--- src/lmi_pkg.sv ---
// package of constants and types for the lan media interface mux
package lmi_pkg;
    // ---------------------------------------------------------------
    // network select codes {net_select_2, net_select_1}
    // ---------------------------------------------------------------
    localparam logic [1:0] NET_CSMA = 2'h2;
    localparam logic [1:0] NET_RING = 2'h3;
    // ---------------------------------------------------------------
    // timing counts
    // ---------------------------------------------------------------
    localparam int CORE_CLK_MHZ = 25;
    localparam int COLL_MIN_TXC = 2;
    localparam int TXC_NS = 100;
    localparam int CORE_NS = 1000 / CORE_CLK_MHZ;
    localparam int COLL_MIN_CYC = (COLL_MIN_TXC * TXC_NS + CORE_NS - 1) / CORE_NS;
    localparam logic [3:0] COLL_MIN_CNT = 4'(COLL_MIN_CYC);
    // ---------------------------------------------------------------
    // fifo shape
    // ---------------------------------------------------------------
    localparam int FIFO_W = 8;
    localparam int FIFO_D = 8;
    typedef enum logic [1:0] {
        LMI_MODE_OFF,
        LMI_MODE_CSMA,
        LMI_MODE_RING
    } lmi_mode_t;
endpackage

--- src/lmi_fifo.sv ---
// small fifo between serial receive and the parallel byte stream
`timescale 1ns/1ps
module lmi_fifo #(
    parameter int WIDTH = 8,
    parameter int DEPTH = 8
) (
    input wire logic core_clk,
    input wire logic resetn,
    input wire logic in_valid,
    output logic in_ready,
    input wire logic [WIDTH-1:0] in_data,
    output logic out_valid,
    input wire logic out_ready,
    output logic [WIDTH-1:0] out_data
);
    localparam int AW = $clog2(DEPTH);
    typedef struct packed {
        logic [AW:0] wp;
        logic [AW:0] rp;
    } lmi_fifo_st_t;
    lmi_fifo_st_t s_q;
    lmi_fifo_st_t s_d;
    logic [WIDTH-1:0] mem_q [DEPTH];
    logic full;
    logic empty;
    assign full = (s_q.wp[AW] != s_q.rp[AW]) && (s_q.wp[AW-1:0] == s_q.rp[AW-1:0]);
    assign empty = s_q.wp == s_q.rp;
    assign in_ready = !full;
    assign out_valid = !empty;
    assign out_data = mem_q[s_q.rp[AW-1:0]];
    always_comb begin
        s_d = s_q;
        if (in_valid && !full) begin
            s_d.wp = s_q.wp + 1'b1;
        end
        if (out_ready && !empty) begin
            s_d.rp = s_q.rp + 1'b1;
        end
    end
    always_ff @(posedge core_clk or negedge resetn) begin
        if (!resetn) begin
            s_q <= '0;
        end else begin
            s_q <= s_d;
        end
    end
    always_ff @(posedge core_clk) begin
        if (in_valid && !full) begin
            mem_q[s_q.wp[AW-1:0]] <= in_data;
        end
    end
    // ---------------------------------------------------------------
    // checks
    // ---------------------------------------------------------------
    fifo_no_overflow_a: assert property (@(posedge core_clk) disable iff (!resetn)
        full |-> ##1 (s_q.wp == $past(s_q.wp)) || $past(out_ready))
        else $error("fifo pointer moved while full");
endmodule

--- src/lmi_media_mux.sv ---
// media pin multiplexer: token-ring or csma/cd mode on one pin set
// How it works
// - csma mode when select2 high, select1 low; ring mode when both high.
// - in csma mode drive pair held true high, complement low.
// - csma transmit data changes in step with the 10 MHz transmit clock.
// - transmit enable high exactly while serial data carries frame bits.
// - csma loopback output high wraps through front end, low normal.
// - ring acquisition high asks frequency centering, low phase lock.
// - ring insert output enables phantom drive for insertion.
// - ring receive data accepted only while ready input low.
// - wire-fault input low means phantom current imbalance.
// - ring wrap output low loops back, high normal.
// - test inputs a and b low float all outputs.
// - external match high copies frame and sets recognized bits.
// - external fail high blocks external match copy and bits.
// - both external match inputs ignored in copy-all-frames mode.
`timescale 1ns/1ps
module lmi_media_mux (
    input wire logic core_clk,
    input wire logic resetn,
    input wire logic net_select_0,
    input wire logic net_select_1,
    input wire logic net_select_2,
    input wire logic test_in_a,
    input wire logic test_in_b,
    input wire logic test_in_c,
    input wire logic ring_ref_or_tx_clock,
    input wire logic recovered_or_rx_clock,
    input wire logic rx_serial_in,
    input wire logic ring_ready_or_carrier,
    input wire logic wire_fault_or_collision,
    input wire logic ext_match,
    input wire logic ext_fail_to_match,
    output logic ring_diff_drive,
    output logic ring_diff_drive_n,
    output logic acq_ctl_or_tx_serial,
    output logic insert_or_loopback_ctl,
    output logic wrap_or_tx_enable,
    output logic pins_oe,
    input wire logic tx_valid,
    output logic tx_ready,
    input wire logic [7:0] tx_data,
    input wire logic loopback_req,
    input wire logic wide_acq_req,
    input wire logic insert_req,
    input wire logic ring_tx_bit,
    input wire logic copy_all_frames_mode,
    input wire logic internal_match,
    input wire logic frame_end,
    output logic rx_valid,
    input wire logic rx_ready,
    output logic [7:0] rx_data,
    output logic rx_overrun,
    output logic carrier_active,
    output logic collision_seen,
    output logic wire_fault,
    output logic copy_frame,
    output logic recognized_copied_bits,
    output logic [1:0] mode
);
    // ---------------------------------------------------------------
    // state
    // ---------------------------------------------------------------
    typedef struct packed {
        logic [1:0] txc_s;
        logic [1:0] rxc_s;
        logic [1:0] rxd_s;
        logic [1:0] crs_s;
        logic [1:0] col_s;
        logic [1:0] xm_s;
        logic [1:0] xf_s;
        logic txc_prev;
        logic rxc_prev;
        logic [7:0] tx_sh;
        logic [3:0] tx_cnt;
        logic tx_bit;
        logic tx_en;
        logic [7:0] rx_sh;
        logic [2:0] rx_cnt;
        logic rx_push;
        logic [7:0] rx_byte;
        logic overrun;
        logic [3:0] col_cnt;
        logic col;
        logic copy;
        logic recog;
        lmi_pkg::lmi_mode_t md;
    } lmi_st_t;
    lmi_st_t s_q;
    lmi_st_t s_d;
    logic fifo_in_ready;
    logic txc_rise;
    logic txc_fall;
    logic rxc_rise;
    logic mod_in_place;
    assign txc_rise = s_q.txc_s[1] && !s_q.txc_prev;
    assign txc_fall = !s_q.txc_s[1] && s_q.txc_prev;
    assign rxc_rise = s_q.rxc_s[1] && !s_q.rxc_prev;
    assign mod_in_place = !test_in_a && !test_in_b;
    // ---------------------------------------------------------------
    // receive fifo
    // ---------------------------------------------------------------
    lmi_fifo #(
        .WIDTH(lmi_pkg::FIFO_W),
        .DEPTH(lmi_pkg::FIFO_D)
    ) u_rx_fifo (
        .core_clk(core_clk),
        .resetn(resetn),
        .in_valid(s_q.rx_push),
        .in_ready(fifo_in_ready),
        .in_data(s_q.rx_byte),
        .out_valid(rx_valid),
        .out_ready(rx_ready),
        .out_data(rx_data)
    );
    // ---------------------------------------------------------------
    // next state
    // ---------------------------------------------------------------
    always_comb begin
        s_d = s_q;
        s_d.txc_s = {s_q.txc_s[0], ring_ref_or_tx_clock};
        s_d.rxc_s = {s_q.rxc_s[0], recovered_or_rx_clock};
        s_d.rxd_s = {s_q.rxd_s[0], rx_serial_in};
        s_d.crs_s = {s_q.crs_s[0], ring_ready_or_carrier};
        s_d.col_s = {s_q.col_s[0], wire_fault_or_collision};
        s_d.xm_s = {s_q.xm_s[0], ext_match};
        s_d.xf_s = {s_q.xf_s[0], ext_fail_to_match};
        s_d.txc_prev = s_q.txc_s[1];
        s_d.rxc_prev = s_q.rxc_s[1];
        s_d.rx_push = 1'b0;
        // mode strap follows the selects; they only move in reset
        if ({net_select_2, net_select_1} == lmi_pkg::NET_CSMA) begin
            s_d.md = lmi_pkg::LMI_MODE_CSMA;
        end else if ({net_select_2, net_select_1} == lmi_pkg::NET_RING) begin
            s_d.md = lmi_pkg::LMI_MODE_RING;
        end else begin
            s_d.md = lmi_pkg::LMI_MODE_OFF;
        end
        // transmit: new bit on the falling txc, held across the rising edge
        if (s_q.md == lmi_pkg::LMI_MODE_CSMA && txc_fall) begin
            if (s_q.tx_cnt != 4'h0) begin
                s_d.tx_bit = s_q.tx_sh[0];
                s_d.tx_sh = {1'b0, s_q.tx_sh[7:1]};
                s_d.tx_cnt = s_q.tx_cnt - 4'h1;
                s_d.tx_en = 1'b1;
            end else begin
                s_d.tx_bit = 1'b0;
                s_d.tx_en = 1'b0;
            end
            if ((s_q.tx_cnt == 4'h0 || s_q.tx_cnt == 4'h1) && tx_valid) begin
                s_d.tx_sh = tx_data;
                s_d.tx_cnt = 4'h8;
                if (s_q.tx_cnt == 4'h0) begin
                    s_d.tx_bit = tx_data[0];
                    s_d.tx_sh = {1'b0, tx_data[7:1]};
                    s_d.tx_cnt = 4'h7;
                    s_d.tx_en = 1'b1;
                end
            end
        end
        // receive: sample on rxc rise while carrier or ready is active
        if (rxc_rise) begin
            if ((s_q.md == lmi_pkg::LMI_MODE_CSMA && s_q.crs_s[1]) ||
                (s_q.md == lmi_pkg::LMI_MODE_RING && !s_q.crs_s[1])) begin
                s_d.rx_sh = {s_q.rxd_s[1], s_q.rx_sh[7:1]};
                s_d.rx_cnt = s_q.rx_cnt + 3'h1;
                if (s_q.rx_cnt == 3'h7) begin
                    s_d.rx_byte = {s_q.rxd_s[1], s_q.rx_sh[7:1]};
                    s_d.rx_push = 1'b1;
                end
            end
        end
        if (s_q.md == lmi_pkg::LMI_MODE_CSMA && !s_q.crs_s[1]) begin
            s_d.rx_cnt = 3'h0;
        end
        if (s_q.md == lmi_pkg::LMI_MODE_RING && s_q.crs_s[1]) begin
            s_d.rx_cnt = 3'h0;
        end
        if (s_q.rx_push && !fifo_in_ready) begin
            s_d.overrun = 1'b1;
        end
        // collision qualified by two transmit clock periods
        if (s_q.md == lmi_pkg::LMI_MODE_CSMA && s_q.col_s[1]) begin
            if (s_q.col_cnt != lmi_pkg::COLL_MIN_CNT) begin
                s_d.col_cnt = s_q.col_cnt + 4'h1;
            end
        end else begin
            s_d.col_cnt = 4'h0;
        end
        s_d.col = s_q.col_cnt == lmi_pkg::COLL_MIN_CNT;
        // external address checker
        if (frame_end) begin
            s_d.copy = 1'b0;
            s_d.recog = 1'b0;
        end
        if (internal_match) begin
            s_d.copy = 1'b1;
            s_d.recog = 1'b1;
        end else if (!copy_all_frames_mode && s_q.xm_s[1] && !s_q.xf_s[1]) begin
            s_d.copy = 1'b1;
            s_d.recog = 1'b1;
        end
    end
    always_ff @(posedge core_clk or negedge resetn) begin
        if (!resetn) begin
            s_q <= '0;
        end else begin
            s_q <= s_d;
        end
    end
    // ---------------------------------------------------------------
    // pins
    // ---------------------------------------------------------------
    always_comb begin
        pins_oe = !mod_in_place;
        ring_diff_drive = 1'b1;
        ring_diff_drive_n = 1'b0;
        acq_ctl_or_tx_serial = 1'b0;
        insert_or_loopback_ctl = 1'b0;
        wrap_or_tx_enable = 1'b0;
        unique case (s_q.md)
            lmi_pkg::LMI_MODE_CSMA: begin
                ring_diff_drive = 1'b1;
                ring_diff_drive_n = 1'b0;
                acq_ctl_or_tx_serial = s_q.tx_bit;
                wrap_or_tx_enable = s_q.tx_en;
                insert_or_loopback_ctl = loopback_req;
            end
            lmi_pkg::LMI_MODE_RING: begin
                ring_diff_drive = ring_tx_bit;
                ring_diff_drive_n = !ring_tx_bit;
                acq_ctl_or_tx_serial = wide_acq_req;
                insert_or_loopback_ctl = insert_req;
                wrap_or_tx_enable = !loopback_req;
            end
            default: begin
            end
        endcase
    end
    assign tx_ready = s_q.md == lmi_pkg::LMI_MODE_CSMA && txc_fall &&
        (s_q.tx_cnt == 4'h0 || s_q.tx_cnt == 4'h1);
    assign rx_overrun = s_q.overrun;
    assign carrier_active = s_q.md == lmi_pkg::LMI_MODE_CSMA && s_q.crs_s[1];
    assign collision_seen = s_q.col;
    assign wire_fault = s_q.md == lmi_pkg::LMI_MODE_RING && !s_q.col_s[1];
    assign copy_frame = s_q.copy;
    assign recognized_copied_bits = s_q.recog;
    assign mode = s_q.md;
    // ---------------------------------------------------------------
    // checks
    // ---------------------------------------------------------------
    csma_drive_pair_a: assert property (@(posedge core_clk) disable iff (!resetn)
        s_q.md == lmi_pkg::LMI_MODE_CSMA |-> ring_diff_drive && !ring_diff_drive_n)
        else $error("drive pair not at reset levels in csma mode");
    tx_on_fall_a: assert property (@(posedge core_clk) disable iff (!resetn)
        $changed(acq_ctl_or_tx_serial) && $past(s_q.md) == lmi_pkg::LMI_MODE_CSMA
        && s_q.md == lmi_pkg::LMI_MODE_CSMA |-> $past(txc_fall))
        else $error("serial data changed away from transmit clock fall");
    tx_enable_data_a: assert property (@(posedge core_clk) disable iff (!resetn)
        s_q.md == lmi_pkg::LMI_MODE_CSMA && !wrap_or_tx_enable |-> !acq_ctl_or_tx_serial)
        else $error("serial data without transmit enable");
    mode_select_a: assert property (@(posedge core_clk) disable iff (!resetn)
        {net_select_2, net_select_1} == lmi_pkg::NET_RING |=> s_q.md == lmi_pkg::LMI_MODE_RING)
        else $error("ring mode not taken");
    ring_wrap_a: assert property (@(posedge core_clk) disable iff (!resetn)
        s_q.md == lmi_pkg::LMI_MODE_RING |-> wrap_or_tx_enable == !loopback_req)
        else $error("wrap polarity wrong");
    collision_qual_a: assert property (@(posedge core_clk) disable iff (!resetn)
        $rose(collision_seen) |-> $past(s_q.col_s[1], 2) && $past(s_q.col_s[1], 6))
        else $error("collision accepted too early");
    ext_fail_block_a: assert property (@(posedge core_clk) disable iff (!resetn)
        !internal_match && s_q.xf_s[1] && !s_q.copy && !frame_end |=> !s_q.copy)
        else $error("frame copied despite external fail");
    caf_ignore_a: assert property (@(posedge core_clk) disable iff (!resetn)
        copy_all_frames_mode && !internal_match && !s_q.recog |=> !s_q.recog)
        else $error("external match used in copy-all mode");
    float_test_a: assert property (@(posedge core_clk) disable iff (!resetn)
        !test_in_a && !test_in_b |-> !pins_oe)
        else $error("outputs driven in module-in-place mode");
endmodule

--- config.mk ---
export PLATFORM = sky130hd
export DESIGN_NAME = lmi_media_mux
export DESIGN_NICKNAME = d
export VERILOG_FILES = /design/src/lmi_pkg.sv /design/src/lmi_fifo.sv /design/src/lmi_media_mux.sv
export SDC_FILE = /design/constraint.sdc
export NUM_CORES = 1
export LEC_CHECK = 0
export ABC_AREA = 0
export BUFFER_PORTS_ARGS = -buffer_cell sky130_fd_sc_hd__buf_2
export CAP_MARGIN = 10
export CORE_MARGIN = 4
export CORE_UTILIZATION = 60
export DETAILED_ROUTE_END_ITERATION = 8
export PLACE_DENSITY = 0.85
export SYNTH_ARGS = -nofsm -noshare
export SYNTH_HDL_FRONTEND = slang
export SYNTH_SLANG_ARGS = --single-unit
--- constraint.sdc ---
create_clock -name core_clk -period 6 [get_ports core_clk]
set_input_delay 0.9 -clock core_clk [delete_from_list [all_inputs] [get_ports core_clk]]
set_output_delay 0.9 -clock core_clk [all_outputs]
set_load 0.01 [all_outputs]
==> impl_metrics.ini, run 1 <==
[sta]
fin_ws_ns = 2.42
finalCriticalPeriod_ns = 3.58
worst_pin_slew_ns = 1.14
tns_ns = 0
maxSlewViolCount = 0
setup_violations = 0
fin_skew_ns = 0.00701
rsz0062_at_grt = no
finalHoldViolCount = 0
slew_headroom_pct = 23.6
timing.final.crit_share_pct = 59.7
max_freq_ghz = 0.279

[pwr]
ir_drop_uv = 264
cellLeakagePower_nw = 2.47
p_per_area_nw_per_um2 = 346
fin_total_pwr_mw = 2.19

[placement]
numPortBuffers = 53
dp_slack_ns = 2.84
gp_congestion = 0.777
dp.final_hpwl_mm = 5.79

[drt]
via_per_inst = 5.75
vias = 3089
first_pass_iters = 7
drc_errors = 0
drt-total-wl_mm = 9.23
wire_per_inst_um = 17.2
wl_met1_mm = 3.94
antenna_left = 0
top_layer = met4
routed-wl-met2_mm = 4.71
met3_length_um = 450
drt_iter0_drc = 133

[critical_path]
start_kind = register
arrival_ns = 2.68
reg2reg_from = u_rx_fifo.s_q[0]
path_max_fanout = 20
required_ns = 5.10
reg2regPathDepth = 4
r2r-end = u_rx_fifo.mem_q[1][4]
end_kind = primary output
setup.worst_path.class = reg -> out
r2r_slack_ns = 2.98

[clocking]
cts.sinks = 130
postCtsHoldBufs = 0
cts_resized = 0
cts_tree = built
cts_root_buf = clkbuf_8
postCtsSetupBuffers = 0
cts_inserted_buffers = 17
cts.htree.levels = 4
clockBufferDepth = 2
insertion_delay_ns = 0.51
path_clk_slew_ns = 0.06

[synth]
ys_types = 54
synth.most_common_cell = dfrtp_1
yosys.area.top_type = edfxtp_1
synth.net_count = 397
syn-cell-area_um2 = 5460
synthFlopType = dfrtp_1
synth_edf_count = 64
postSynthAreaPerCell_um2 = 15.4
seq_area_frac_synth_pct = 65.4
yosys-top-cells-count = dfrtp_1, edfxtp_1, nand2_1, nor2_1, mux2_2
synth_area_leaders = edfxtp_1, dfrtp_1, mux4_1, mux2_2, mux4_2
synth_top_area_share_pct = 35.2
synthArstFlopShare_pct = 50.8
syn_inst = 355
yosys_warnings = 0
synth-seq-cells = 130

[finish]
antenna_cells = 0
seqCellArea_um2 = 3570
final_nets = 458
multi_input_area_um2 = 1730
fillers = 567
drive_gt1_share_pct = 31.2
syn_to_final_growth_pct = 16.1
fin_util_pct = 72.0

[min_path]
min_to = s_d[45]
hold_depth = 0
hp-class = reg -> reg
min_from = s_d[59]

[grt]
grt_pass1_vias = 2975
grt_pass1_wl_mm = 14.8
overflow = 0
antenna_found_initial = 0
grt_max_degree = 67
globalRouteTotalUtil_pct = 18.7

[run_status]
outcome = finished clean

[die]
initial_core_util_pct = 62.0
die_area_um2 = 10700
die_x_um = 103
io_pins = 56
rows = 34
core_um2 = 8810
die-height_um = 103

[job]
drv_cap = 0
flip-flops by register name (all words and copies together), names as in the netlist:
| name | flops |
|---|---|
| s_q | 44 |
| copy_frame | 1 |
| rx_overrun | 1 |
| u_rx_fifo.s_q | 8 |
| u_rx_fifo.mem_q | 64 |
| s_d | 9 |
| mode | 2 |
| collision_seen | 1 |
logic make-up after synthesis:
logic type               Yosys count  share of synthesized area, %
flip-flops                       130                          65.4
AND/OR/NAND/NOR                   81                          7.81
AO/OA/AOI/OAI                     49                          5.98
multiplexers                      45                          13.6
buffers and inverters             28                          2.95
XOR/XNOR                          12                          1.92
adder cells (fa/ha/maj)           10                          2.29
worst max-delay path by stage:
stage	startpoint	to	slack (ns)	depth (start not counted)
final	u_rx_fifo.s_q[0]	rx_data[3]	2.42	3
after global routing	u_rx_fifo.s_q[0]	rx_data[3]	2.25	3
after CTS	u_rx_fifo.s_q[0]	rx_data[3]	2.35	3
after detailed placement	u_rx_fifo.s_q[0]	u_rx_fifo.mem_q[4][0]	2.84	4
after global placement	u_rx_fifo.s_q[0]	u_rx_fifo.mem_q[4][1]	2.92	4
after floorplan	u_rx_fifo.s_q[0]	rx_data[0]	3.70	4
critical path: stages (launching register included):
cell and delay [ns]:
dfrtp_1 1.05, mux4_1 0.69, mux2_4 0.28, buf_2 0.14
where the power goes:
part           switching, mW  internal, mW  leakage, nW  total (mW)
Sequential            0.0493         0.988         1.35        1.04
Combinational          0.115        0.0982        0.874       0.214
Clock                  0.391         0.551        0.249       0.942
Total                  0.556          1.64         2.47        2.19
layout make-up:
| cell class | instances | share of cell area (%) |
|---|---|---|
| Clock buffer | 17 | 6.53 |
| Clock inverter | 15 | 2.15 |
| Inverter | 10 | 0.592 |
| Multi-Input combinational cell | 197 | 27.3 |
| Sequential cell | 130 | 56.4 |
| Tap cell | 108 | 2.13 |
| Timing Repair Buffer | 60 | 4.97 |
per-stage QoR:
stage | instance area, um^2 | hold WS (ns) | std cells
2_1_floorplan | 5460 | 0.331 | 355
3_3_place_gp | 5770 | 0.331 | 502
3_5_place_dp | 5770 | 0.335 | 502
4_1_cts | 6320 | 0.348 | 534
5_1_grt | 6340 | 0.353 | 537
6_report | 6340 | 0.348 | 537
layout by cell type (no fill, tap or decap), types with 10 or more instances in the layout:
master and n:
o21ai_0 10, mux2_2 18, clkbuf_16 16, dfrtp_1 66, edfxtp_1 64, buf_2 54, inv_1 10, xnor2_1 10
a21oi_1 13, nand2_1 23, ha_1 10, nor2_1 19
layer usage:
metal	global-route usage, %	up-vias
met4	6.77	0
met3	6.17	12
met2	29.9	83
met1	24.2	1540
li1	-	1454
met5	0	-
No activity file was read; power rests on OpenSTA's default activity.
==> run 2, diff against run 1 <==
--- a/config.mk
+++ b/config.mk
@@ -9,9 +9,9 @@
 export BUFFER_PORTS_ARGS = -buffer_cell sky130_fd_sc_hd__buf_2
 export CAP_MARGIN = 10
 export CORE_MARGIN = 4
-export CORE_UTILIZATION = 60
+export CORE_UTILIZATION = 58
 export DETAILED_ROUTE_END_ITERATION = 8
-export PLACE_DENSITY = 0.85
+export PLACE_DENSITY = 0.83
 export SYNTH_ARGS = -nofsm -noshare
 export SYNTH_HDL_FRONTEND = slang
 export SYNTH_SLANG_ARGS = --single-unit
==> constraint.sdc (replaced) <==
create_clock -name core_clk -period 3.75 [get_ports core_clk]
set_input_delay 0.5625 -clock core_clk [delete_from_list [all_inputs] [get_ports core_clk]]
set_output_delay 0.5625 -clock core_clk [all_outputs]
set_load 0.01 [all_outputs]
==> impl_metrics.ini, run 2 (same netlist as run 1, synthesis figures left out) <==
[die]
io_pins = 56
rows = 35
core_um2 = 9200
die_x_um = 105
initial_core_util_pct = 59.4
die-height_um = 105
die_area_um2 = 11000

[clocking]
cts_root_buf = clkbuf_8
insertion_delay_ns = 0.51
cts_inserted_buffers = 17
cts_resized = 0
postCtsSetupBuffers = 0
cts.sinks = 130
cts_tree = built
postCtsHoldBufs = 0
clockBufferDepth = 2
path_clk_slew_ns = 0.06
cts.htree.levels = 4

[sta]
maxSlewViolCount = 0
max_freq_ghz = 0.317
worst_pin_slew_ns = 0.826
tns_ns = 0
slew_headroom_pct = 44.9
rsz0062_at_grt = no
timing.final.crit_share_pct = 84.2
finalCriticalPeriod_ns = 3.16
setup_violations = 0
finalHoldViolCount = 0
fin_skew_ns = 0.00706

[min_path]
hp-class = in -> async

[finish]
fin_util_pct = 69.2
final_common_cell = dfrtp_1
final_cell_mix = dfrtp_1, edfxtp_1, buf_2
syn_to_final_growth_pct = 16.4
instances_no_fill = 542
final_nets = 460
drive_gt1_share_pct = 31.6
antenna_cells = 0
largest_reg_flops = 64

[drt]
drt-total-wl_mm = 9.59
antenna_left = 0
vias = 3091
drt_iter0_drc = 150
wire_per_inst_um = 17.7
drc_errors = 0
first_pass_iters = 4
via_per_inst = 5.70

[pwr]
cellLeakagePower_nw = 2.50
ir_drop_uv = 446
p_per_area_nw_per_um2 = 551

[critical_path]
path_max_fanout = 13
end_kind = primary output
required_ns = 3.19
arrival_ns = 2.59
setup.worst_path.class = reg -> out
start_kind = register

[grt]
grt_pass1_wl_mm = 16.0
globalRouteTotalUtil_pct = 18.9
grt_max_degree = 39
overflow = 0
grt_pass1_vias = 3225
antenna_found_initial = 0

[placement]
dp.final_hpwl_mm = 6.35
dp.cells = 510
numPortBuffers = 53
gp_congestion = 0.766

[run_status]
outcome = finished clean

[job]
drv_cap = 0
-- run 2: final cells by class --
cell class	count	area [um^2]
well taps	111	139
repair buffers	62	333
flip-flops and latches	130	3570
inverters	10	37.5
clock inverters	15	135
clock buffers	17	414
fillers	627	2840
multi-input cells	197	1730
-- run 2: worst paths after layout --
| path | slack, ns | endpoint | start | cells after the start |
|---|---|---|---|---|
| setup / recovery | 0.59 | rx_data[1] | u_rx_fifo.s_q[0] | 4 |
| hold / removal | 0.13 | s_d[57] | resetn | 1 |
| setup reg to reg | 1.25 | u_rx_fifo.mem_q[5][6] | u_rx_fifo.s_q[1] | 4 |
| hold reg to reg | 0.35 | s_d[45] | s_d[59] | 0 |
| max in group asynchronous | 2.73 | s_d[45] | resetn | 2 |
| min in group core_clk | 0.15 | s_d[57] | recovered_or_rx_clock | 1 |
-- run 2: metal layers --
layer	up-vias	wire length, um	GRT usage (%)
li1	1449	-	-
met1	1530	3840	22.0
met2	99	5130	33.3
met3	13	474	5.74
met4	0	155	6.65
met5	-	0	0
-- run 2: report_power, final --
group	leakage, nW	internal [mW]	total [mW]	switching (mW)
clock network	0.269	0.842	1.50	0.655
registers	1.35	1.58	1.66	0.0808
logic	0.885	0.157	0.346	0.189
-- run 2: critical path: stages (launching register included) --
cell and delay (ns):
dfrtp_1 0.78, buf_4 0.33, mux4_2 0.54, mux2_4 0.28
buf_2 0.14
-- run 2: through the flow --
step | cell area, um^2 | hold WS (ns) | total power, mW | setup slack, ns
floorplan | 5460 | 0.267 | 1.93 | 1.46
global placement | 5810 | 0.331 | 2.01 | 1.23
detailed placement | 5810 | 0.336 | 2.03 | 1.15
CTS | 6360 | 0.123 | 3.54 | 0.555
global route | 6360 | 0.120 | 3.67 | 0.512
finish | 6360 | 0.133 | 3.51 | 0.593
